### src/design/usb_pins_pkg.sv
// Constants, field layout and register map for the USB status and reset pin block
package usb_pins_pkg;
  // Timing
  localparam int unsigned CLK_PERIOD_NS = 10;
  localparam int unsigned EXT_RESET_MIN_NS = 15000;
  localparam int unsigned EXT_RESET_MIN_CYC = (EXT_RESET_MIN_NS + CLK_PERIOD_NS - 1) / CLK_PERIOD_NS;
  localparam int unsigned RESET_DRIVE_NS = 20000;
  localparam int unsigned RESET_DRIVE_CYC = RESET_DRIVE_NS / CLK_PERIOD_NS;
  localparam int unsigned RESET_BLANK_CYC = 4;

  // Register byte offsets
  localparam logic [7:0] STAT1_CFG_OFS = 8'h00;
  localparam logic [7:0] STAT2_CFG_OFS = 8'h04;
  localparam logic [7:0] POWER_CFG_OFS = 8'h08;
  localparam logic [7:0] PIN_FUNC_OFS = 8'h0C;
  localparam logic [7:0] STATUS_OFS = 8'h10;
  localparam logic [7:0] CONTROL_OFS = 8'h14;

  // Status pin condition select
  typedef enum logic [1:0] {
    SEL_BUS_RESET = 2'b00,
    SEL_SUSPEND = 2'b01,
    SEL_POWER = 2'b10
  } stat_sel_t;

  // Pin seven function
  typedef enum logic [1:0] {
    G7_GPIO = 2'b00,
    G7_RING = 2'b01,
    G7_WAKE = 2'b10
  } g7_mode_t;

  // Status pin config fields and reset values
  localparam int unsigned STAT_POL_BIT = 0;
  localparam int unsigned STAT_SEL_LSB = 1;
  localparam logic STAT1_POL_RST = 1'b1;
  localparam logic STAT2_POL_RST = 1'b0;
  localparam stat_sel_t STAT_SEL_RST = SEL_SUSPEND;

  // Power config fields
  localparam int unsigned MAXPWR_LSB = 0;
  localparam int unsigned SELF_PWR_BIT = 8;
  localparam logic [7:0] MAXPWR_RST = 8'h32;
  localparam logic [7:0] LOW_POWER_LIMIT = 8'h32;
  localparam logic SELF_PWR_RST = 1'b0;

  // Pin function fields
  localparam int unsigned G9_MODEM_BIT = 0;
  localparam int unsigned G8_MODEM_BIT = 1;
  localparam int unsigned G7_MODE_LSB = 2;
  localparam int unsigned G9_DIR_BIT = 4;
  localparam int unsigned G8_DIR_BIT = 5;
  localparam int unsigned G7_DIR_BIT = 6;
  localparam int unsigned G9_OUT_BIT = 7;
  localparam int unsigned G8_OUT_BIT = 8;
  localparam int unsigned G7_OUT_BIT = 9;
  localparam int unsigned G7_PULL_BIT = 10;
  localparam logic [10:0] PIN_FUNC_RST = 11'h430;

  // Status register bits
  localparam int unsigned ST_BUSRST_BIT = 0;
  localparam int unsigned ST_SUSP_BIT = 1;
  localparam int unsigned ST_CONF_BIT = 2;
  localparam int unsigned ST_VBUS_BIT = 3;
  localparam int unsigned ST_PIN_LSB = 4;
  localparam int unsigned ST_STAT1_BIT = 7;
  localparam int unsigned ST_STAT2_BIT = 8;
  localparam int unsigned ST_RSTLINE_BIT = 9;

  // Control and bus answers
  localparam int unsigned SOFT_RST_BIT = 0;
  localparam logic [1:0] RESP_OKAY = 2'b00;
  localparam logic [1:0] RESP_SLVERR = 2'b10;
endpackage

### src/design/status_pin_drive.sv
// Condition select, polarity and open-drain drive of one USB status pin
`timescale 1ns/1ps
`default_nettype none
module status_pin_drive (
  input wire logic i_clk,
  input wire logic i_rst,
  // Configuration
  input wire logic i_pol,
  input wire logic [1:0] i_sel,
  input wire logic i_high_power,
  // Device state
  input wire logic i_bus_reset,
  input wire logic i_suspend,
  input wire logic i_configured,
  // Pin drive
  output logic o_oe,
  output logic o_active
);
  logic cond;

  // Selected condition
  always_comb begin
    case (usb_pins_pkg::stat_sel_t'(i_sel))
      usb_pins_pkg::SEL_BUS_RESET: cond = i_bus_reset;
      usb_pins_pkg::SEL_SUSPEND: cond = i_suspend;
      usb_pins_pkg::SEL_POWER: cond = i_suspend | (i_high_power & ~i_configured);
      default: cond = 1'b0;
    endcase
  end

  // Polarity before the driver; low level pulls the pin
  always_ff @(posedge i_clk) begin
    if (i_rst) begin
      o_active <= 1'b0;
      o_oe <= i_pol;
    end else begin
      o_active <= cond;
      o_oe <= ~(i_pol ? cond : ~cond);
    end
  end
endmodule
`default_nettype wire

### src/design/usb_status_reset_pins.sv
// Reset line, status pins, pull-up control and modem pin defaults with AXI4-Lite registers
//
// Register access over AXI4-Lite and the address map were decided locally.
`timescale 1ns/1ps
`default_nettype none
module usb_status_reset_pins #(
  parameter int unsigned ADDR_W = 8
) (
  // Clock and reset
  input wire logic I_MCLK,
  input wire logic I_RESET,
  // AXI4-Lite write
  input wire logic [ADDR_W-1:0] I_AWADDR,
  input wire logic I_AWVALID,
  output logic O_AWREADY,
  input wire logic [31:0] I_WDATA,
  input wire logic [3:0] I_WSTRB,
  input wire logic I_WVALID,
  output logic O_WREADY,
  output logic [1:0] O_BRESP,
  output logic O_BVALID,
  input wire logic I_BREADY,
  // AXI4-Lite read
  input wire logic [ADDR_W-1:0] I_ARADDR,
  input wire logic I_ARVALID,
  output logic O_ARREADY,
  output logic [31:0] O_RDATA,
  output logic [1:0] O_RRESP,
  output logic O_RVALID,
  input wire logic I_RREADY,
  // USB core state
  input wire logic I_USB_BUS_RESET,
  input wire logic I_SUSPENDED,
  input wire logic I_CONFIGURED,
  output logic O_CORE_RESET,
  // Reset line, open drain
  input wire logic I_RESET_LINE_N,
  output logic O_RESET_LINE_OE,
  // Status pins, open drain
  output logic O_BUS_STATUS_OE,
  output logic O_SECOND_BUS_STATUS_OE,
  // Bus power and pull-up
  input wire logic I_BUS_POWER_SENSE,
  output logic O_DP_PULLUP_EN,
  // Pin nine
  input wire logic I_GPIO_NINE,
  output logic O_GPIO_NINE,
  output logic O_GPIO_NINE_OE,
  output logic O_SET_READY_N,
  // Pin eight
  input wire logic I_GPIO_EIGHT,
  output logic O_GPIO_EIGHT,
  output logic O_GPIO_EIGHT_OE,
  input wire logic I_TERMINAL_READY_N,
  // Pin seven
  input wire logic I_GPIO_SEVEN,
  output logic O_GPIO_SEVEN,
  output logic O_GPIO_SEVEN_OE,
  output logic O_GPIO_SEVEN_PULLUP,
  output logic O_RING_N,
  output logic O_REMOTE_WAKE_N
);
  localparam logic [15:0] DRIVE_CYC = 16'(usb_pins_pkg::RESET_DRIVE_CYC);
  localparam logic [15:0] BLANK_CYC = 16'(usb_pins_pkg::RESET_BLANK_CYC);
  localparam logic [15:0] EXT_MIN = 16'(usb_pins_pkg::EXT_RESET_MIN_CYC);

  logic [4:0] sync1_r, sync2_r;
  logic [15:0] drive_cnt_r, blank_cnt_r, ext_cnt_r;
  logic ext_det_r, soft_rst_r, reset_oe_r, driving, cfg_rst, stat_rst;
  logic stat1_pol_r, stat2_pol_r, high_power;
  logic [1:0] stat1_sel_r, stat2_sel_r;
  logic [7:0] max_pwr_r;
  logic self_pwr_r;
  logic [10:0] pin_func_r;
  logic stat1_active, stat2_active;
  logic aw_got_r, w_got_r, awready_r, wready_r, bvalid_r, arready_r, rvalid_r;
  logic [ADDR_W-1:0] awaddr_r;
  logic [31:0] wdata_r, rdata_r, rd_mux;
  logic [3:0] wstrb_r;
  logic [1:0] bresp_r, rresp_r;
  logic wr_exec;
  logic [1:0] g7_mode;

  // Two-flop synchronisers: reset line, VBUS, pins seven to nine
  always_ff @(posedge I_MCLK) begin
    if (I_RESET) begin
      sync1_r <= 5'h1D;
      sync2_r <= 5'h1D;
    end else begin
      sync1_r <= {I_GPIO_NINE, I_GPIO_EIGHT, I_GPIO_SEVEN, I_BUS_POWER_SENSE, I_RESET_LINE_N};
      sync2_r <= sync1_r;
    end
  end

  assign driving = drive_cnt_r != 16'h0000;
  assign cfg_rst = I_RESET | reset_oe_r;
  assign stat_rst = I_RESET | soft_rst_r;

  // Reset drive stretch from every reset source
  always_ff @(posedge I_MCLK) begin
    if (I_RESET) begin
      drive_cnt_r <= DRIVE_CYC;
    end else if (soft_rst_r | I_USB_BUS_RESET | ext_det_r) begin
      drive_cnt_r <= DRIVE_CYC;
    end else if (driving) begin
      drive_cnt_r <= drive_cnt_r - 16'h0001;
    end
  end

  // Blanking after release, while the weak pull-up restores the line
  always_ff @(posedge I_MCLK) begin
    if (I_RESET || driving) begin
      blank_cnt_r <= BLANK_CYC;
    end else if (blank_cnt_r != 16'h0000) begin
      blank_cnt_r <= blank_cnt_r - 16'h0001;
    end
  end

  // External low pulse width filter on the reset line
  always_ff @(posedge I_MCLK) begin
    if (I_RESET || driving || blank_cnt_r != 16'h0000 || sync2_r[0]) begin
      ext_cnt_r <= 16'h0000;
      ext_det_r <= 1'b0;
    end else begin
      ext_det_r <= ext_cnt_r == EXT_MIN - 16'h0001;
      if (ext_cnt_r != EXT_MIN) begin
        ext_cnt_r <= ext_cnt_r + 16'h0001;
      end
    end
  end

  // Open-drain reset line and core reset
  always_ff @(posedge I_MCLK) begin
    if (I_RESET) begin
      reset_oe_r <= 1'b1;
    end else begin
      reset_oe_r <= driving | I_USB_BUS_RESET;
    end
  end
  assign O_RESET_LINE_OE = reset_oe_r;
  assign O_CORE_RESET = reset_oe_r;

  // Software reset pulse
  always_ff @(posedge I_MCLK) begin
    if (I_RESET) begin
      soft_rst_r <= 1'b0;
    end else begin
      soft_rst_r <= wr_exec && awaddr_r == usb_pins_pkg::CONTROL_OFS[ADDR_W-1:0]
        && wstrb_r[0] && wdata_r[usb_pins_pkg::SOFT_RST_BIT];
    end
  end

  // Write address and data capture
  always_ff @(posedge I_MCLK) begin
    if (I_RESET) begin
      aw_got_r <= 1'b0;
      w_got_r <= 1'b0;
      awready_r <= 1'b1;
      wready_r <= 1'b1;
      awaddr_r <= '0;
      wdata_r <= 32'h00000000;
      wstrb_r <= 4'h0;
    end else begin
      if (I_AWVALID && awready_r) begin
        aw_got_r <= 1'b1;
        awready_r <= 1'b0;
        awaddr_r <= I_AWADDR;
      end else if (wr_exec) begin
        aw_got_r <= 1'b0;
      end
      if (I_WVALID && wready_r) begin
        w_got_r <= 1'b1;
        wready_r <= 1'b0;
        wdata_r <= I_WDATA;
        wstrb_r <= I_WSTRB;
      end else if (wr_exec) begin
        w_got_r <= 1'b0;
      end
      if (bvalid_r && I_BREADY) begin
        awready_r <= 1'b1;
        wready_r <= 1'b1;
      end
    end
  end
  assign wr_exec = aw_got_r & w_got_r & ~bvalid_r;

  // Write response
  always_ff @(posedge I_MCLK) begin
    if (I_RESET) begin
      bvalid_r <= 1'b0;
      bresp_r <= usb_pins_pkg::RESP_OKAY;
    end else if (wr_exec) begin
      bvalid_r <= 1'b1;
      bresp_r <= (awaddr_r[ADDR_W-1:0] > usb_pins_pkg::CONTROL_OFS[ADDR_W-1:0]
        || awaddr_r[1:0] != 2'b00) ? usb_pins_pkg::RESP_SLVERR : usb_pins_pkg::RESP_OKAY;
    end else if (bvalid_r && I_BREADY) begin
      bvalid_r <= 1'b0;
    end
  end

  // Status pin and power configuration, kept across bus reset
  always_ff @(posedge I_MCLK) begin
    if (stat_rst) begin
      stat1_pol_r <= usb_pins_pkg::STAT1_POL_RST;
      stat1_sel_r <= usb_pins_pkg::STAT_SEL_RST;
      stat2_pol_r <= usb_pins_pkg::STAT2_POL_RST;
      stat2_sel_r <= usb_pins_pkg::STAT_SEL_RST;
      max_pwr_r <= usb_pins_pkg::MAXPWR_RST;
      self_pwr_r <= usb_pins_pkg::SELF_PWR_RST;
    end else if (wr_exec) begin
      if (awaddr_r == usb_pins_pkg::STAT1_CFG_OFS[ADDR_W-1:0] && wstrb_r[0]) begin
        stat1_pol_r <= wdata_r[usb_pins_pkg::STAT_POL_BIT];
        stat1_sel_r <= wdata_r[usb_pins_pkg::STAT_SEL_LSB +: 2];
      end
      if (awaddr_r == usb_pins_pkg::STAT2_CFG_OFS[ADDR_W-1:0] && wstrb_r[0]) begin
        stat2_pol_r <= wdata_r[usb_pins_pkg::STAT_POL_BIT];
        stat2_sel_r <= wdata_r[usb_pins_pkg::STAT_SEL_LSB +: 2];
      end
      if (awaddr_r == usb_pins_pkg::POWER_CFG_OFS[ADDR_W-1:0]) begin
        if (wstrb_r[0]) max_pwr_r <= wdata_r[usb_pins_pkg::MAXPWR_LSB +: 8];
        if (wstrb_r[1]) self_pwr_r <= wdata_r[usb_pins_pkg::SELF_PWR_BIT];
      end
    end
  end

  // Pin function register, lost on any device reset
  always_ff @(posedge I_MCLK) begin
    if (cfg_rst) begin
      pin_func_r <= usb_pins_pkg::PIN_FUNC_RST;
    end else if (wr_exec && awaddr_r == usb_pins_pkg::PIN_FUNC_OFS[ADDR_W-1:0]) begin
      if (wstrb_r[0]) pin_func_r[7:0] <= wdata_r[7:0];
      if (wstrb_r[1]) pin_func_r[10:8] <= wdata_r[10:8];
    end
  end

  // Read mux
  always_comb begin
    rd_mux = 32'h00000000;
    case (I_ARADDR)
      usb_pins_pkg::STAT1_CFG_OFS[ADDR_W-1:0]: rd_mux[2:0] = {stat1_sel_r, stat1_pol_r};
      usb_pins_pkg::STAT2_CFG_OFS[ADDR_W-1:0]: rd_mux[2:0] = {stat2_sel_r, stat2_pol_r};
      usb_pins_pkg::POWER_CFG_OFS[ADDR_W-1:0]: rd_mux[8:0] = {self_pwr_r, max_pwr_r};
      usb_pins_pkg::PIN_FUNC_OFS[ADDR_W-1:0]: rd_mux[10:0] = pin_func_r;
      usb_pins_pkg::STATUS_OFS[ADDR_W-1:0]: begin
        rd_mux[usb_pins_pkg::ST_BUSRST_BIT] = I_USB_BUS_RESET;
        rd_mux[usb_pins_pkg::ST_SUSP_BIT] = I_SUSPENDED;
        rd_mux[usb_pins_pkg::ST_CONF_BIT] = I_CONFIGURED;
        rd_mux[usb_pins_pkg::ST_VBUS_BIT] = sync2_r[1];
        rd_mux[usb_pins_pkg::ST_PIN_LSB +: 3] = sync2_r[4:2];
        rd_mux[usb_pins_pkg::ST_STAT1_BIT] = stat1_active;
        rd_mux[usb_pins_pkg::ST_STAT2_BIT] = stat2_active;
        rd_mux[usb_pins_pkg::ST_RSTLINE_BIT] = sync2_r[0];
      end
      default: rd_mux = 32'h00000000;
    endcase
  end

  // Read channel
  always_ff @(posedge I_MCLK) begin
    if (I_RESET) begin
      arready_r <= 1'b1;
      rvalid_r <= 1'b0;
      rdata_r <= 32'h00000000;
      rresp_r <= usb_pins_pkg::RESP_OKAY;
    end else if (I_ARVALID && arready_r) begin
      arready_r <= 1'b0;
      rvalid_r <= 1'b1;
      rdata_r <= rd_mux;
      rresp_r <= (I_ARADDR > usb_pins_pkg::CONTROL_OFS[ADDR_W-1:0] || I_ARADDR[1:0] != 2'b00)
        ? usb_pins_pkg::RESP_SLVERR : usb_pins_pkg::RESP_OKAY;
    end else if (rvalid_r && I_RREADY) begin
      rvalid_r <= 1'b0;
      arready_r <= 1'b1;
    end
  end

  assign O_AWREADY = awready_r;
  assign O_WREADY = wready_r;
  assign O_BVALID = bvalid_r;
  assign O_BRESP = bresp_r;
  assign O_ARREADY = arready_r;
  assign O_RVALID = rvalid_r;
  assign O_RDATA = rdata_r;
  assign O_RRESP = rresp_r;

  assign high_power = max_pwr_r > usb_pins_pkg::LOW_POWER_LIMIT;

  // First status pin
  status_pin_drive u_stat1 (
    .i_clk(I_MCLK),
    .i_rst(I_RESET),
    .i_pol(stat1_pol_r),
    .i_sel(stat1_sel_r),
    .i_high_power(high_power),
    .i_bus_reset(I_USB_BUS_RESET),
    .i_suspend(I_SUSPENDED),
    .i_configured(I_CONFIGURED),
    .o_oe(O_BUS_STATUS_OE),
    .o_active(stat1_active)
  );

  // Second status pin
  status_pin_drive u_stat2 (
    .i_clk(I_MCLK),
    .i_rst(I_RESET),
    .i_pol(stat2_pol_r),
    .i_sel(stat2_sel_r),
    .i_high_power(high_power),
    .i_bus_reset(I_USB_BUS_RESET),
    .i_suspend(I_SUSPENDED),
    .i_configured(I_CONFIGURED),
    .o_oe(O_SECOND_BUS_STATUS_OE),
    .o_active(stat2_active)
  );

  // Data-plus pull-up from Bus_power_sense
  always_ff @(posedge I_MCLK) begin
    if (I_RESET) begin
      O_DP_PULLUP_EN <= 1'b0;
    end else begin
      O_DP_PULLUP_EN <= ~(self_pwr_r & ~sync2_r[1]);
    end
  end

  assign g7_mode = pin_func_r[usb_pins_pkg::G7_MODE_LSB +: 2];

  // Modem and GPIO pin drivers
  always_ff @(posedge I_MCLK) begin
    if (cfg_rst) begin
      O_GPIO_NINE <= 1'b0;
      O_GPIO_NINE_OE <= 1'b1;
      O_SET_READY_N <= 1'b1;
      O_GPIO_EIGHT <= 1'b0;
      O_GPIO_EIGHT_OE <= 1'b1;
      O_GPIO_SEVEN <= 1'b0;
      O_GPIO_SEVEN_OE <= 1'b0;
      O_GPIO_SEVEN_PULLUP <= 1'b1;
      O_RING_N <= 1'b1;
      O_REMOTE_WAKE_N <= 1'b1;
    end else begin
      O_GPIO_NINE <= pin_func_r[usb_pins_pkg::G9_OUT_BIT];
      O_GPIO_NINE_OE <= ~pin_func_r[usb_pins_pkg::G9_MODEM_BIT]
        & pin_func_r[usb_pins_pkg::G9_DIR_BIT];
      O_SET_READY_N <= pin_func_r[usb_pins_pkg::G9_MODEM_BIT] ? sync2_r[4] : 1'b1;
      O_GPIO_EIGHT <= pin_func_r[usb_pins_pkg::G8_MODEM_BIT] ? I_TERMINAL_READY_N
        : pin_func_r[usb_pins_pkg::G8_OUT_BIT];
      O_GPIO_EIGHT_OE <= pin_func_r[usb_pins_pkg::G8_MODEM_BIT]
        | pin_func_r[usb_pins_pkg::G8_DIR_BIT];
      O_GPIO_SEVEN <= pin_func_r[usb_pins_pkg::G7_OUT_BIT];
      O_GPIO_SEVEN_OE <= (g7_mode == usb_pins_pkg::G7_GPIO)
        & pin_func_r[usb_pins_pkg::G7_DIR_BIT];
      O_GPIO_SEVEN_PULLUP <= pin_func_r[usb_pins_pkg::G7_PULL_BIT];
      O_RING_N <= (g7_mode == usb_pins_pkg::G7_RING) ? sync2_r[2] : 1'b1;
      O_REMOTE_WAKE_N <= (g7_mode == usb_pins_pkg::G7_WAKE) ? sync2_r[2] : 1'b1;
    end
  end
endmodule
`default_nettype wire

### config.mk
export PLATFORM = sky130hd
export DESIGN_NAME = usb_status_reset_pins
export DESIGN_NICKNAME = d
export VERILOG_FILES = /design/src/design/usb_pins_pkg.sv /design/src/design/status_pin_drive.sv /design/src/design/usb_status_reset_pins.sv
export SDC_FILE = /design/constraint.sdc
export NUM_CORES = 1
export LEC_CHECK = 0
export BUFFER_PORTS_ARGS = -buffer_cell sky130_fd_sc_hd__buf_2
export CORE_MARGIN = 1.5
export CORE_UTILIZATION = 57
export CTS_BUF_LIST = sky130_fd_sc_hd__clkbuf_4
export CTS_CLUSTER_SIZE = 30
export DETAILED_ROUTE_END_ITERATION = 16
export PLACE_DENSITY_LB_ADDON = 0.05
export SKIP_CTS_REPAIR_TIMING = 1
export SLEW_MARGIN = 10
export SYNTH_ARGS = -nofsm -noshare
export SYNTH_HDL_FRONTEND = slang
export SYNTH_SLANG_ARGS = --single-unit
### constraint.sdc
create_clock -name I_MCLK -period 2.9 [get_ports I_MCLK]
set_input_delay 0.29 -clock I_MCLK [delete_from_list [all_inputs] [get_ports I_MCLK]]
set_output_delay 0.29 -clock I_MCLK [all_outputs]
set_load 0.1 [all_outputs]
# --- Yosys cells after proc, flatten, opt, wreduce, memory -nomap -nowiden ---
# Cells that the tools add are included.
classes:
  n_addsub: 3
  n_reduce_logical: 40
  eq_ne: 16
  muxes: 22
  n_bitwise: 24
  order_cmp: 3
ops:
  columns: ["cell", "n"]
  rows:
  - ["equality test 8 x 4 -> 1 bit, second input constant", 4]
  - ["nonzero test 16 bit", 2]
  - ["subtractor 16 x 1 -> 16 bit, second input constant", 2]
  - ["case mux 6 bit (3 select lines)", 1]
  - ["adder 16 x 1 -> 16 bit, second input constant", 1]
  - ["equality test 16 x 11 -> 1 bit, second input constant", 1]
  - ["equality test 8 x 3 -> 1 bit, second input constant", 2]
  - ["equality test 8 x 5 -> 1 bit, second input constant", 2]
  - ["> comparator 8 x 5 -> 1 bit, second input constant", 2]
  - ["zero test 8 bit", 2]
  - ["inequality test 16 x 11 -> 1 bit, second input constant", 1]
  - ["two-way mux 1 bit", 15]
  - ["case mux 3 bit (5 select lines)", 1]
  - ["nonzero test 2 bit", 6]
  - ["logical AND 1 bit", 11]
  - ["NOT 1 bit", 11]
  - ["OR reduction 2 bit", 5]
  - ["> comparator 8 x 6 -> 1 bit, second input constant", 1]
  - ["AND reduction 2 bit", 4]
  - ["bitwise OR 1 bit", 7]
  - ["AND 1 bit", 6]
  - ["equality test 2 x 1 -> 1 bit, second input constant", 3]
  - ["equality test 2 bit, second input constant", 3]
  - ["zero test 2 bit", 3]
  - ["other kinds (5)", 12]
word_totals:
  wordCells: 152
  out_inout_bits: 56
  reg_bits: 145
  inputBits: 68

# --- Logic depth before layout (Yosys ltp) ---
# Gate-level depths: netlist of the first run.
logic_depth:
  word_depth: 8
  mapped_depth: 10
  depth_no_buf: 7

# --- Modules after synthesis ---
# From an unflattened synthesis of the first run, not the netlist that was laid out.
hier_totals:
  cells_unflattened: 737
  area_unflattened_um2: 6585.1
modules_own_cells:
  columns: ["module", "area_per_inst_um2", "seq_area_each_um2", "cells_per_inst", "n_inst"]
  rows:
  - ["usb_status_reset_pins", 6379.9, 2782.7, 719, 1]
  - ["status_pin_drive", 102.6, 40.0, 9, 2]

# --- Least setup slack after synthesis of the first run ---
# OpenSTA, ideal clock, no wires.
synth_timing:
  path_kind: "register to register"
  from: "register bvalid_r, in the netlist O_BVALID"
  to: "register max_pwr_r[1]"
  path_buffers: 0
  t_arrival_ns: 1.977
  synth_period_minus_slack_ns: 2.106
  setup_slack_ns: 0.794
  stages_incl_launch_ff: 6
  setup_time_ns: 0.128
  required_ns: 2.772
  path_cell_list: "dfxtp_1 -> and3b_1 -> nand2_1 -> nor3_2 -> mux2i_1 -> nand2_1"
synth_via:
  elab_chain_len: 3
synth_lines:
  columns: ["element", "line", "rtl"]
  rows:
  - ["start: declaration", "usb_status_reset_pins.sv:76", "logic aw_got_r, w_got_r, awready_r, wready_r, bvalid_r, arready_r, rvalid_r;"]
  - ["start signal: assignment", "usb_status_reset_pins.sv:190", "bvalid_r <= 1'b0;"]
  - ["start signal: assignment", "usb_status_reset_pins.sv:193", "bvalid_r <= 1'b1;"]
  - ["start signal: assignment", "usb_status_reset_pins.sv:197", "bvalid_r <= 1'b0;"]
  - ["NOT 1 bit", "usb_status_reset_pins.sv:185", "assign wr_exec = aw_got_r & w_got_r & ~bvalid_r;"]
  - ["AND 1 bit", "usb_status_reset_pins.sv:185", null]
  - ["AND reduction 3 bit (no source line)", null, null]
  - ["end signal: assignment", "usb_status_reset_pins.sv:208", "max_pwr_r <= usb_pins_pkg::MAXPWR_RST;"]
  - ["end signal: assignment", "usb_status_reset_pins.sv:220", "if (wstrb_r[0]) max_pwr_r <= wdata_r[usb_pins_pkg::MAXPWR_LSB +: 8];"]
  - ["end: declaration", "usb_status_reset_pins.sv:72", "logic [7:0] max_pwr_r;"]
# Every way passes these cells.
# A chain may end at the register's enable or synchronous reset.

# --- Final worst setup path of the first run ---
layout_timing:
  from: "register blank_cnt_r[0]"
  to: "register ext_cnt_r[2]"
layout_via:
  elab_chain_len: 3
layout_lines:
  columns: ["element", "line", "rtl"]
  rows:
  - ["start: declaration", "usb_status_reset_pins.sv:68", "logic [15:0] drive_cnt_r, blank_cnt_r, ext_cnt_r;"]
  - ["start signal: assignment", "usb_status_reset_pins.sv:115", "blank_cnt_r <= blank_cnt_r - 16'h0001;"]
  - ["nonzero test 16 bit", "usb_status_reset_pins.sv:121", "if (I_RESET || driving || blank_cnt_r != 16'h0000 || sync2_r[0]) begin"]
  - ["logical OR 1 bit (2 in series)", "usb_status_reset_pins.sv:121", null]
  - ["end signal: assignment", "usb_status_reset_pins.sv:127", "ext_cnt_r <= ext_cnt_r + 16'h0001;"]
  - ["end: declaration", "usb_status_reset_pins.sv:68", null]
# Every way passes these cells.

==> results of run 1 <==
## power groups by stage
| stage | Sequential (W) | Combinational, W | Clock [W] |
|---|---|---|---|
| 3_3_place_gp | 0.00208 | 0.000384 | 0 |
| 4_1_cts | 0.00204 | 0.000390 | 0.00124 |
| 2_1_floorplan | 0.00214 | 0.000282 | 0 |
| 5_1_grt | 0.00205 | 0.000449 | 0.00133 |
| 6_report | 0.00204 | 0.000423 | 0.00122 |
| 3_5_place_dp | 0.00209 | 0.000389 | 0 |
## cells in the mapped netlist (all sizes together) (12+ instances only)
| library cell | count | area, um2 |
|---|---|---|
| dfxtp | 143 | 2863 |
| nand2 | 78 | 292.8 |
| nor2 | 72 | 345.3 |
| a21oi | 48 | 240.2 |
| o21ai | 29 | 145.1 |
| buf | 28 | 222.7 |
| mux2i | 24 | 240.2 |
| nand3 | 24 | 125.1 |
| nor3 | 20 | 140.1 |
| clkbuf | 19 | 71.32 |
| xor2 | 19 | 166.4 |
| inv | 14 | 52.55 |
| or2 | 12 | 77.58 |
| xnor2 | 12 | 105.1 |
## layout make-up
| cell class | instances | area [um2] |
|---|---|---|
| clock buffers | 19 | 142.6 |
| clock inverters | 13 | 122.6 |
| fillers | 874 | 3337 |
| inverters | 14 | 52.55 |
| multi-input cells | 489 | 2994 |
| flip-flops and latches | 143 | 2863 |
| well taps | 136 | 170.2 |
| repair buffers | 108 | 688.2 |
## per-stage QoR
step / instance area [um2] / setup slack (ns) / util [%] / hold slack, ns
5_1_grt: 7033 / 0.2656 / 67.82 / 0.01091
2_1_floorplan: 6203 / 0.7942 / - / 0.3895
3_3_place_gp: 6487 / 0.5324 / 62.56 / 0.3960
6_report: 7033 / 0.4177 / 67.82 / 0.005060
4_1_cts: 6753 / 0.4197 / 65.12 / -0.1179
3_5_place_dp: 6487 / 0.4569 / 62.56 / 0.3947
## critical path: cells and delay by family (launching register included)
kind	cells	cell delay [ns]
adder cells (fa/ha/maj)	1	0.20
buffers and inverters	2	0.37
flip-flops	1	0.34
AND/OR/NAND/NOR	5	1.51
## state kept, by name, summed over array words and instances (netlist names), 2 cells and up
register     count
pin_func_r      11
awaddr_r         8
max_pwr_r        8
O_RDATA         11
drive_cnt_r     16
stat1_sel_r      2
sync2_r          5
ext_cnt_r       16
blank_cnt_r     16
wdata_r         11
stat2_sel_r      2
sync1_r          5
wstrb_r          2
## worst min path at each step
stage / start / end / slack (ns)
2_1_floorplan: sync1_r[0] / sync2_r[0] / 0.39
3_3_place_gp: sync1_r[0] / sync2_r[0] / 0.40
3_5_place_dp: sync1_r[0] / sync2_r[0] / 0.39
4_1_cts: I_RESET_LINE_N / sync1_r[0] / -0.12
5_1_grt: I_RREADY / O_RVALID / 0.01
6_report: I_BREADY / O_AWREADY / 0.005
## metal layers
| metal | vias to the layer above | GRT usage, % |
|---|---|---|
| met3 | 14 | 5.836 |
| met1 | 2319 | 32.45 |
| li1 | 2501 | - |
| met5 | - | 0 |
| met4 | 0 | 8.952 |
| met2 | 135 | 35.90 |
## cells by family (layout without fill, tap and decap cells)
logic type,count (synthesis),after routing,synth area share (%)
AOI/OAI and AO/OA,124,124,12.49
xor gates and xnor gates,31,31,4.436
adders and majority gates,4,4,0.8177
buffers and inverters,61,154,5.662
DFF,143,143,46.77
muxes,27,27,4.477
other,1,23,0.06127
and+or+nand+nor,280,280,25.29
==> flow_metrics.env, run 1 <==
export IMPL_via_count=4969
export IMPL_period_minus_slack_ns=2.482
export IMPL_avgRoutedWirePerCell_um=14.39
export IMPL_endpoint="ext_cnt_r[2]"
export IMPL_rows=37
export IMPL_worstRegToRegCells=8
export IMPL_intPower_w=0.002632
export IMPL_fmax_ghz=0.4029
export IMPL_p_per_area_nw_per_um2=523.6
export IMPL_cts_buffers=17
export IMPL_mostFrequentLayoutCells="143 x dfxtp_1, 78 x nand2_1, 77 x buf_2"
export IMPL_syn_area_um2=6121
export IMPL_slowest_delay_ns=0.42
export IMPL_synth_edf_count=0
export IMPL_synthArstFlopShare_pct=0
export IMPL_cts_reportedPaths_clkPinSlew_ns=0.11
export IMPL_boundaryPins=124
export IMPL_max_slew_margin_pct=43.09
export IMPL_met1_length_um=6350
export IMPL_worst_pin_slew_ns=0.8490
export IMPL_start_util_pct=59.03
export IMPL_ir_worst_vdd_mv=0.3178
export IMPL_routed_wl_um=13270
export IMPL_synth_cells=671
export IMPL_final_cell_count_no_fill=922
export IMPL_antenna_found_initial=0
export IMPL_grt_overflow=0
export IMPL_wl_met3_um=650
export IMPL_netSwitchingPower_w=0.001050
export IMPL_htree_levels=4
export IMPL_syn_avg_cell_area_um2=9.122
export IMPL_clock_sinks=143
export IMPL_numPortBuffers=77
export IMPL_cts_tree="built"
export IMPL_switching_share_pct=28.52
export IMPL_maxCapViolCount=0
export IMPL_critPathLaunch="blank_cnt_r[0]"
export IMPL_worstSetupPathType="reg2reg"
export IMPL_p_clk_share_pct=33.0
export IMPL_seqPwrFrac_pct=55.5
export IMPL_slowest_stage="nor3b_1"
export IMPL_grt_usage_pct=23.61
export IMPL_arrival_ns=2.96
export IMPL_ys_flop_type="dfxtp_1"
export IMPL_cp_end_kind="flop"
export IMPL_die_area_um2=11370
export IMPL_crit_chain="inv_1 > ha_1 > nor3b_1 > nand3_2 > or2_4 > or3_1 > buf_4 > nor3_2"
export IMPL_finalSetupTns_ns=0
export IMPL_fp_dieH_um=106.6
export IMPL_skew_ns=0.01748
export IMPL_first_pass_iters=6
export IMPL_leakagePower_nw=2.723
export IMPL_grt_first_pass_wirelength_um=21020
export IMPL_setup_violations=0
export IMPL_ys_types=58
export IMPL_reg2reg_from="blank_cnt_r[0]"
export IMPL_final_common_cell="dfxtp_1"
export IMPL_holdPathStages=3
export IMPL_core_um2=10370
export IMPL_synth_seq_cells=143
export IMPL_drive_gt1_share_pct=19.85
export IMPL_hp_class="in2reg"
export IMPL_grt_pass1_vias=4436
export IMPL_drc=0
export IMPL_ant_nets=0
export IMPL_drtIter0Drc=242
export IMPL_wl_met2_um=6057
export IMPL_dp_hpwl_um=9312
export IMPL_r2r_end="ext_cnt_r[2]"
export IMPL_yosysSeqAreaShare_pct=46.77
export IMPL_area_growth_pct=14.90
export IMPL_drv_slew=0
export IMPL_cts_max_path_buffers=2
export IMPL_place_congestion=0.8116
export IMPL_regToRegSetupSlack_ns=0.42
export IMPL_worstSkewPairLatency_ns=0.55
export IMPL_hold_violations=0
export IMPL_viasPerCell=5.389
export IMPL_synth_warnings=0
export IMPL_fin_crit_sh_pct=85.60
export IMPL_critPathLaunchType="flop"
export IMPL_grt_max_degree=47
export IMPL_place_inst=862
export IMPL_combPwrFrac_pct=11.5
export IMPL_cp_data_required_time_ns=3.38
export IMPL_diodes=0
export IMPL_status="finished clean"
export IMPL_routed_top_layer="met4"
export IMPL_die_w_um=106.6
export IMPL_finalPower_w=0.003682
export IMPL_clockRootBuffer="clkbuf_4"
export IMPL_rsz0062_at_grt="no"
export IMPL_worstPathMaxFanout=16
export IMPL_fin_nets=845
(Power assumes the default switching activity.)
==> run 2, diff against run 1 <==
- CORE_UTILIZATION: 57 -> 58
- SYNTH_HIERARCHICAL: unset -> 1
==> run 2 against run 1 <==
Compared with the run above: the run now ends with hold timing left; utilization shrank 0.92 points; maximum frequency grew 6.2%; hold slack lost 0.016 ns; cell area grew 4.0%; clock power shrank 9.8%; critical path depth shrank 2; largest cell class unchanged.
==> flow_metrics.env, run 2 <==
export IMPL_dp_hpwl_um=10270
export IMPL_cp_end_kind="flop"
export IMPL_cp_depth=6
export IMPL_reg2reg_from="blank_cnt_r[0]"
export IMPL_cp_data_required_time_ns=3.35
export IMPL_synth_area_top_cells="dfxtp_1 43%, a21oi_1 4.9%, nand2_1 4.0%, nor4_4 2.9%, buf_4 2.9%"
export IMPL_final_cell_count_no_fill=969
export IMPL_regToRegSetupSlack_ns=0.56
export IMPL_skew_ns=0.01357
export IMPL_placed_area_um2=6905
export IMPL_fp_dieH_um=109.6
export IMPL_routed_wl_um=14280
export IMPL_clock_sinks=143
export IMPL_rsz0062_at_grt="no"
export IMPL_mostFrequentLayoutCells="143 x dfxtp_1, 77 x buf_2, 71 x nand2_1"
export IMPL_crit_buf_inv=1
export IMPL_finalInstanceArea_um2=7316
export IMPL_yosysMostFrequentCell="dfxtp_1"
export IMPL_crit_chain="inv_1 > ha_1 > nor4b_4 > nand4_2 > or4_4 > nor4_4"
export IMPL_grt_max_degree=33
export IMPL_yosys_area_top_type="dfxtp_1"
export IMPL_r2r_end="ext_det_r"
export IMPL_worstSetupPathType="reg2reg"
export IMPL_start_util_pct=60.22
export IMPL_slowest_stage="or4_4"
export IMPL_p_clk_share_pct=30.5
export IMPL_worst_pin_slew_ns=0.7364
export IMPL_first_pass_iters=5
export IMPL_htree_levels=4
export IMPL_critPathLaunch="blank_cnt_r[0]"
export IMPL_synthDominantCellAreaShare_pct=43.47
export IMPL_maxCapViolCount=0
export IMPL_boundaryPins=124
export IMPL_ir_worst_vdd_mv=0.3410
export IMPL_drive_gt1_share_pct=19.30
export IMPL_fin_nets=889
export IMPL_die_area_um2=12000
export IMPL_slowest_delay_ns=0.74
export IMPL_violations="hold timing"
export IMPL_grt_first_pass_wirelength_um=22760
export IMPL_netlist_top_cells_count="143 x dfxtp_1, 71 x nand2_1, 64 x a21oi_1"
export IMPL_status="finished with violations"
export IMPL_synthArstFlopShare_pct=0
export IMPL_critPathLaunchType="flop"
export IMPL_place_inst=920
export IMPL_die_w_um=109.6
export IMPL_netSwitchingPower_w=0.001048
export IMPL_numPortBuffers=77
export IMPL_core_um2=10940
export IMPL_rows=38
export IMPL_place_congestion=0.8488
export IMPL_intPower_w=0.002555
export IMPL_fin_crit_sh_pct=80.61
export IMPL_synth_seq_cells=143
export IMPL_ys_types=67
export IMPL_hp_class="in2reg"
export IMPL_synth_cells=737
export IMPL_critPathTopFamily="simple AND/OR/NAND/NOR gates"
export IMPL_worstRegToRegCells=6
export IMPL_drv_slew=0
export IMPL_leakagePower_nw=2.704
export IMPL_final_common_cell="dfxtp_1"
export IMPL_reg_largest_list="blank_cnt_r (16), drive_cnt_r (16), ext_cnt_r (16)"
export IMPL_via_count=5507
export IMPL_ant_nets=0
export IMPL_max_slew_margin_pct=50.53
export IMPL_cts_reportedPaths_clkPinSlew_ns=0.11
export IMPL_utilization_pct=66.90
export IMPL_area_growth_pct=11.10
export IMPL_drtIter0Drc=373
export IMPL_antenna_found_initial=0
export IMPL_switching_share_pct=29.09
export IMPL_viasPerCell=5.683
export IMPL_ys_flop_type="dfxtp_1"
export IMPL_synth_warnings=6
export IMPL_endpoint="ext_det_r"
export IMPL_hold_violations=1
export IMPL_worstPathMaxFanout=17
export IMPL_worstSkewPairLatency_ns=0.53
export IMPL_cts_buffers=17
export IMPL_finalSetupTns_ns=0
export IMPL_grt_overflow=0
export IMPL_p_per_area_nw_per_um2=492.5
export IMPL_avgRoutedWirePerCell_um=14.74
export IMPL_diodes=0
export IMPL_syn_avg_cell_area_um2=8.935
export IMPL_synth_edf_count=0
export IMPL_fmax_ghz=0.4278
export IMPL_arrival_ns=2.79
export IMPL_period_minus_slack_ns=2.338
export IMPL_seqPwrFrac_pct=56.9
export IMPL_clockRootBuffer="clkbuf_4"
export IMPL_holdWs_ns=-0.01132
export IMPL_grt_pass1_vias=4929
export IMPL_drc=0
export IMPL_finalPower_w=0.003603
export IMPL_cts_tree="built"
export IMPL_yosysSeqAreaShare_pct=43.47
export IMPL_syn_area_um2=6585
export IMPL_setup_violations=0
export IMPL_combPwrFrac_pct=12.6
export IMPL_cts_max_path_buffers=2
export IMPL_grt_usage_pct=24.33
==> run 2: metal layers <==
| layer | track usage (%) | up-vias | wire length, um |
|---|---|---|---|
| met5 | 0 | - | 0 |
| met4 | 8.998 | 0 | 269 |
| met1 | 32.02 | 2556 | 6723 |
| met2 | 38.78 | 151 | 6543 |
| li1 | - | 2776 | - |
| met3 | 5.809 | 24 | 745 |
==> run 2: power by group through the flow <==
stage	combinational (W)	clock, W	sequential (W)
finish	0.000454	0.00110	0.00205
global route	0.000483	0.00121	0.00206
CTS	0.000433	0.00112	0.00205
detailed placement	0.000433	0	0.00209
global placement	0.000427	0	0.00209
floorplan	0.000295	0	0.00217
==> run 2: worst min-delay path by stage <==
stage	start	to	slack, ns	depth (start not counted)
after floorplan	I_RESET	u_stat1/o_active	0.37	1
after global placement	sync1_r[4]	sync2_r[4]	0.40	1
after detailed placement	sync1_r[4]	sync2_r[4]	0.39	1
after CTS	I_GPIO_SEVEN	sync1_r[2]	-0.10	2
after global routing	I_WSTRB[0]	wstrb_r[0]	-0.001	3
final	I_WSTRB[0]	wstrb_r[0]	-0.01	3
==> run 2: final cells by class <==
type / instances / area, um2
multi-input combinational: 530 / 3351
sequential: 143 / 2863
tap: 140 / 175.2
clock buffer: 21 / 157.7
fill: 917 / 3620
clock inverter: 10 / 72.57
timing repair buffer: 100 / 603.1
inverter: 25 / 93.84
==> run 2: cell families after synthesis <==
logic type      Yosys count  synth area share (%)
compound gates          149                 14.02
xor+xnor                 15                 1.995
fa+ha+maj                 4                0.7601
buf+inv                  86                 6.897
flops                   143                 43.47
mux                      15                 2.280
other cells               1               0.05695
simple gates            324                 30.52
==> run 2: worst register-to-register path, delay by kind of cell (launching register included) <==
kind | cells | cell delay, ns
AND/OR/NAND/NOR | 4 | 1.54
buffers and inverters | 1 | 0.08
adder cells (fa/ha/maj) | 1 | 0.28
flip-flops | 1 | 0.36
==> run 2: metrics by stage <==
step | hold slack [ns] | setup slack, ns
2_1_floorplan | 0.3689 | 0.8109
3_3_place_gp | 0.3955 | 0.6337
3_5_place_dp | 0.3940 | 0.5804
4_1_cts | -0.1036 | 0.5409
5_1_grt | -0.001258 | 0.3585
6_report | -0.01132 | 0.5624
==> run 3, diff against run 2 <==
- ABC_AREA: unset -> 1
- CORE_UTILIZATION: 58 -> 52
- clock period: 2.9 -> 2 ns (I/O delays scaled with it)
==> run 3 against run 2 <==
Compared with the run above: the run now ends clean; non-clock buffer count grew 20; area after synthesis shrank 2.3%; hold slack gained 0.018 ns; setup slack lost 0.33 ns; routed wire length is essentially flat; maximum frequency grew 32%; critical path depth grew 4; critical endpoint is now ext_cnt_r[2].
==> flow_metrics.env, run 3 <==
export IMPL_rows=40
export IMPL_diodes=0
export IMPL_ant_nets=0
export IMPL_cts_tree="built"
export IMPL_finalSetupTns_ns=0
export IMPL_clockRootBuffer="clkbuf_4"
export IMPL_leakagePower_nw=3.303
export IMPL_finalInstanceArea_um2=7547
export IMPL_yosysMostFrequentCell="nand2_1"
export IMPL_area_growth_pct=17.31
export IMPL_rsz0062_at_grt="no"
export IMPL_grt_usage_pct=22.42
export IMPL_ir_worst_vdd_mv=0.6347
export IMPL_htree_levels=4
export IMPL_max_slew_margin_pct=51.56
export IMPL_start_util_pct=53.34
export IMPL_skew_ns=0.02238
export IMPL_synthArstFlopShare_pct=0
export IMPL_p_per_area_nw_per_um2=736.7
export IMPL_fin_crit_sh_pct=88.43
export IMPL_syn_avg_cell_area_um2=7.378
export IMPL_place_inst=1107
export IMPL_avgRoutedWirePerCell_um=12.15
export IMPL_reg_largest_list="blank_cnt_r (16), drive_cnt_r (16), ext_cnt_r (16)"
export IMPL_seqPwrFrac_pct=53.6
export IMPL_hp_class="in2reg"
export IMPL_status="finished clean"
export IMPL_utilization_pct=62.57
export IMPL_clock_sinks=143
export IMPL_routed_wl_um=14270
export IMPL_die_area_um2=13050
export IMPL_numPortBuffers=77
export IMPL_placed_area_um2=6915
export IMPL_fmax_ghz=0.5654
export IMPL_netSwitchingPower_w=0.001665
export IMPL_boundaryPins=124
export IMPL_maxCapViolCount=0
export IMPL_synth_seq_cells=143
export IMPL_setup_violations=0
export IMPL_yosys_area_top_type="dfxtp_1"
export IMPL_nFillCells=1109
export IMPL_cts_reportedPaths_clkPinSlew_ns=0.11
export IMPL_synth_edf_count=0
export IMPL_die_w_um=114.2
export IMPL_p_clk_share_pct=33.0
export IMPL_synth_warnings=6
export IMPL_first_pass_iters=7
export IMPL_synthDominantCellAreaShare_pct=44.50
export IMPL_worstSkewPairLatency_ns=0.55
export IMPL_mostFrequentLayoutCells="157 x nand2_1, 142 x dfxtp_1, 118 x inv_1"
export IMPL_grt_overflow=0
export IMPL_intPower_w=0.003895
export IMPL_cts_buffers=17
export IMPL_worstSetupPathType="reg2reg"
export IMPL_core_um2=12060
export IMPL_syn_area_um2=6434
export IMPL_fin_nets=1065
export IMPL_grt_first_pass_wirelength_um=23160
export IMPL_combPwrFrac_pct=13.4
export IMPL_period_minus_slack_ns=1.769
export IMPL_yosysSeqAreaShare_pct=44.50
export IMPL_cts_max_path_buffers=2
export IMPL_arrival_ns=2.24
export IMPL_synth_cells=872
export IMPL_fp_dieH_um=114.2
export IMPL_cp_data_required_time_ns=2.47
export IMPL_ys_flop_type="dfxtp_1"
export IMPL_place_congestion=0.8518
export IMPL_viasPerCell=4.911
export IMPL_drv_slew=0
export IMPL_synth_area_top_cells="dfxtp_1 44%, nand2_1 9.2%, inv_1 6.9%, a21oi_1 6.1%, nor2_1 6.1%"
export IMPL_drive_gt1_share_pct=18.29
export IMPL_seq_area_um2=2864
export IMPL_cp_end_kind="flop"
export IMPL_drtIter0Drc=340
export IMPL_worstPathMaxFanout=9
export IMPL_worst_pin_slew_ns=0.7248
export IMPL_netlist_top_cells_count="158 x nand2_1, 143 x dfxtp_1, 118 x inv_1"
export IMPL_antenna_found_initial=0
export IMPL_dp_hpwl_um=10420
export IMPL_final_common_cell="nand2_1"
export IMPL_switching_share_pct=29.94
export IMPL_drc=0
export IMPL_hold_violations=0
export IMPL_multiInputGateArea_um2=2932
export IMPL_via_count=5766
export IMPL_grt_max_degree=31
export IMPL_finalPower_w=0.005560
export IMPL_critPathLaunchType="flop"
export IMPL_grt_pass1_vias=5184
export IMPL_final_cell_count_no_fill=1174
export IMPL_ys_types=40
[run 3: metrics by stage]
stage	hold WS [ns]	setup WS (ns)
4_1_cts	-0.2165	0.1287
6_report	0.006759	0.2314
3_5_place_dp	0.3863	0.1630
3_3_place_gp	0.3817	0.2538
5_1_grt	0.005573	0.02719
2_1_floorplan	0.2999	0.1792
[run 3: cell type report]
cell class	instances	share of cell area (%)
clock buffer	20	1.989
clock inverter	12	1.807
inverter	124	6.184
multi-input combinational	587	38.84
sequential	143	37.95
tap	168	2.785
timing repair buffer	120	10.44
[run 3: cell families after synthesis]
family                     after synthesis  synth area share [%]
DFF                                    143                 44.50
xor gates and xnor gates                11                 1.497
buffers and inverters                  164                 11.26
AOI/OAI and AO/OA                      168                 14.22
other                                    1               0.05829
adders and majority gates                4                0.7779
and+or+nand+nor                        381                 27.69
[run 3: worst paths after layout]
path                  start           end  slack (ns)  depth (start not counted)
max          drive_cnt_r[0]  ext_cnt_r[2]        0.23                         10
min              I_WDATA[7]    wdata_r[7]       0.007                          3
max reg2reg  drive_cnt_r[0]  ext_cnt_r[2]        0.23                         10
min reg2reg      sync1_r[1]    sync2_r[1]        0.42                          2
[run 3: critical path, stage by stage, from the launching register on]
cell and delay [ns]:
dfxtp_1 0.35, inv_1 0.10, ha_1 0.19, nand2_1 0.07, inv_2 0.08, nand2_2 0.08
nor2_4 0.13, nand3_2 0.11, nor2_4 0.25, inv_1 0.18, a21oi_1 0.15
[run 3: power groups by stage]
stage	sequential (W)	combinational, W	clock (W)
3_5_place_dp	0.00304	0.000693	0
4_1_cts	0.00298	0.000694	0.00188
2_1_floorplan	0.00319	0.000440	0
5_1_grt	0.00299	0.000799	0.00201
6_report	0.00298	0.000743	0.00184
3_3_place_gp	0.00304	0.000683	0
[run 3: metal layers]
metal  GRT usage [%]  wire length (um)
met2           38.15              7137
met4           6.167                78
met3           5.453               512
met1           28.46              6539
met5               0                 0
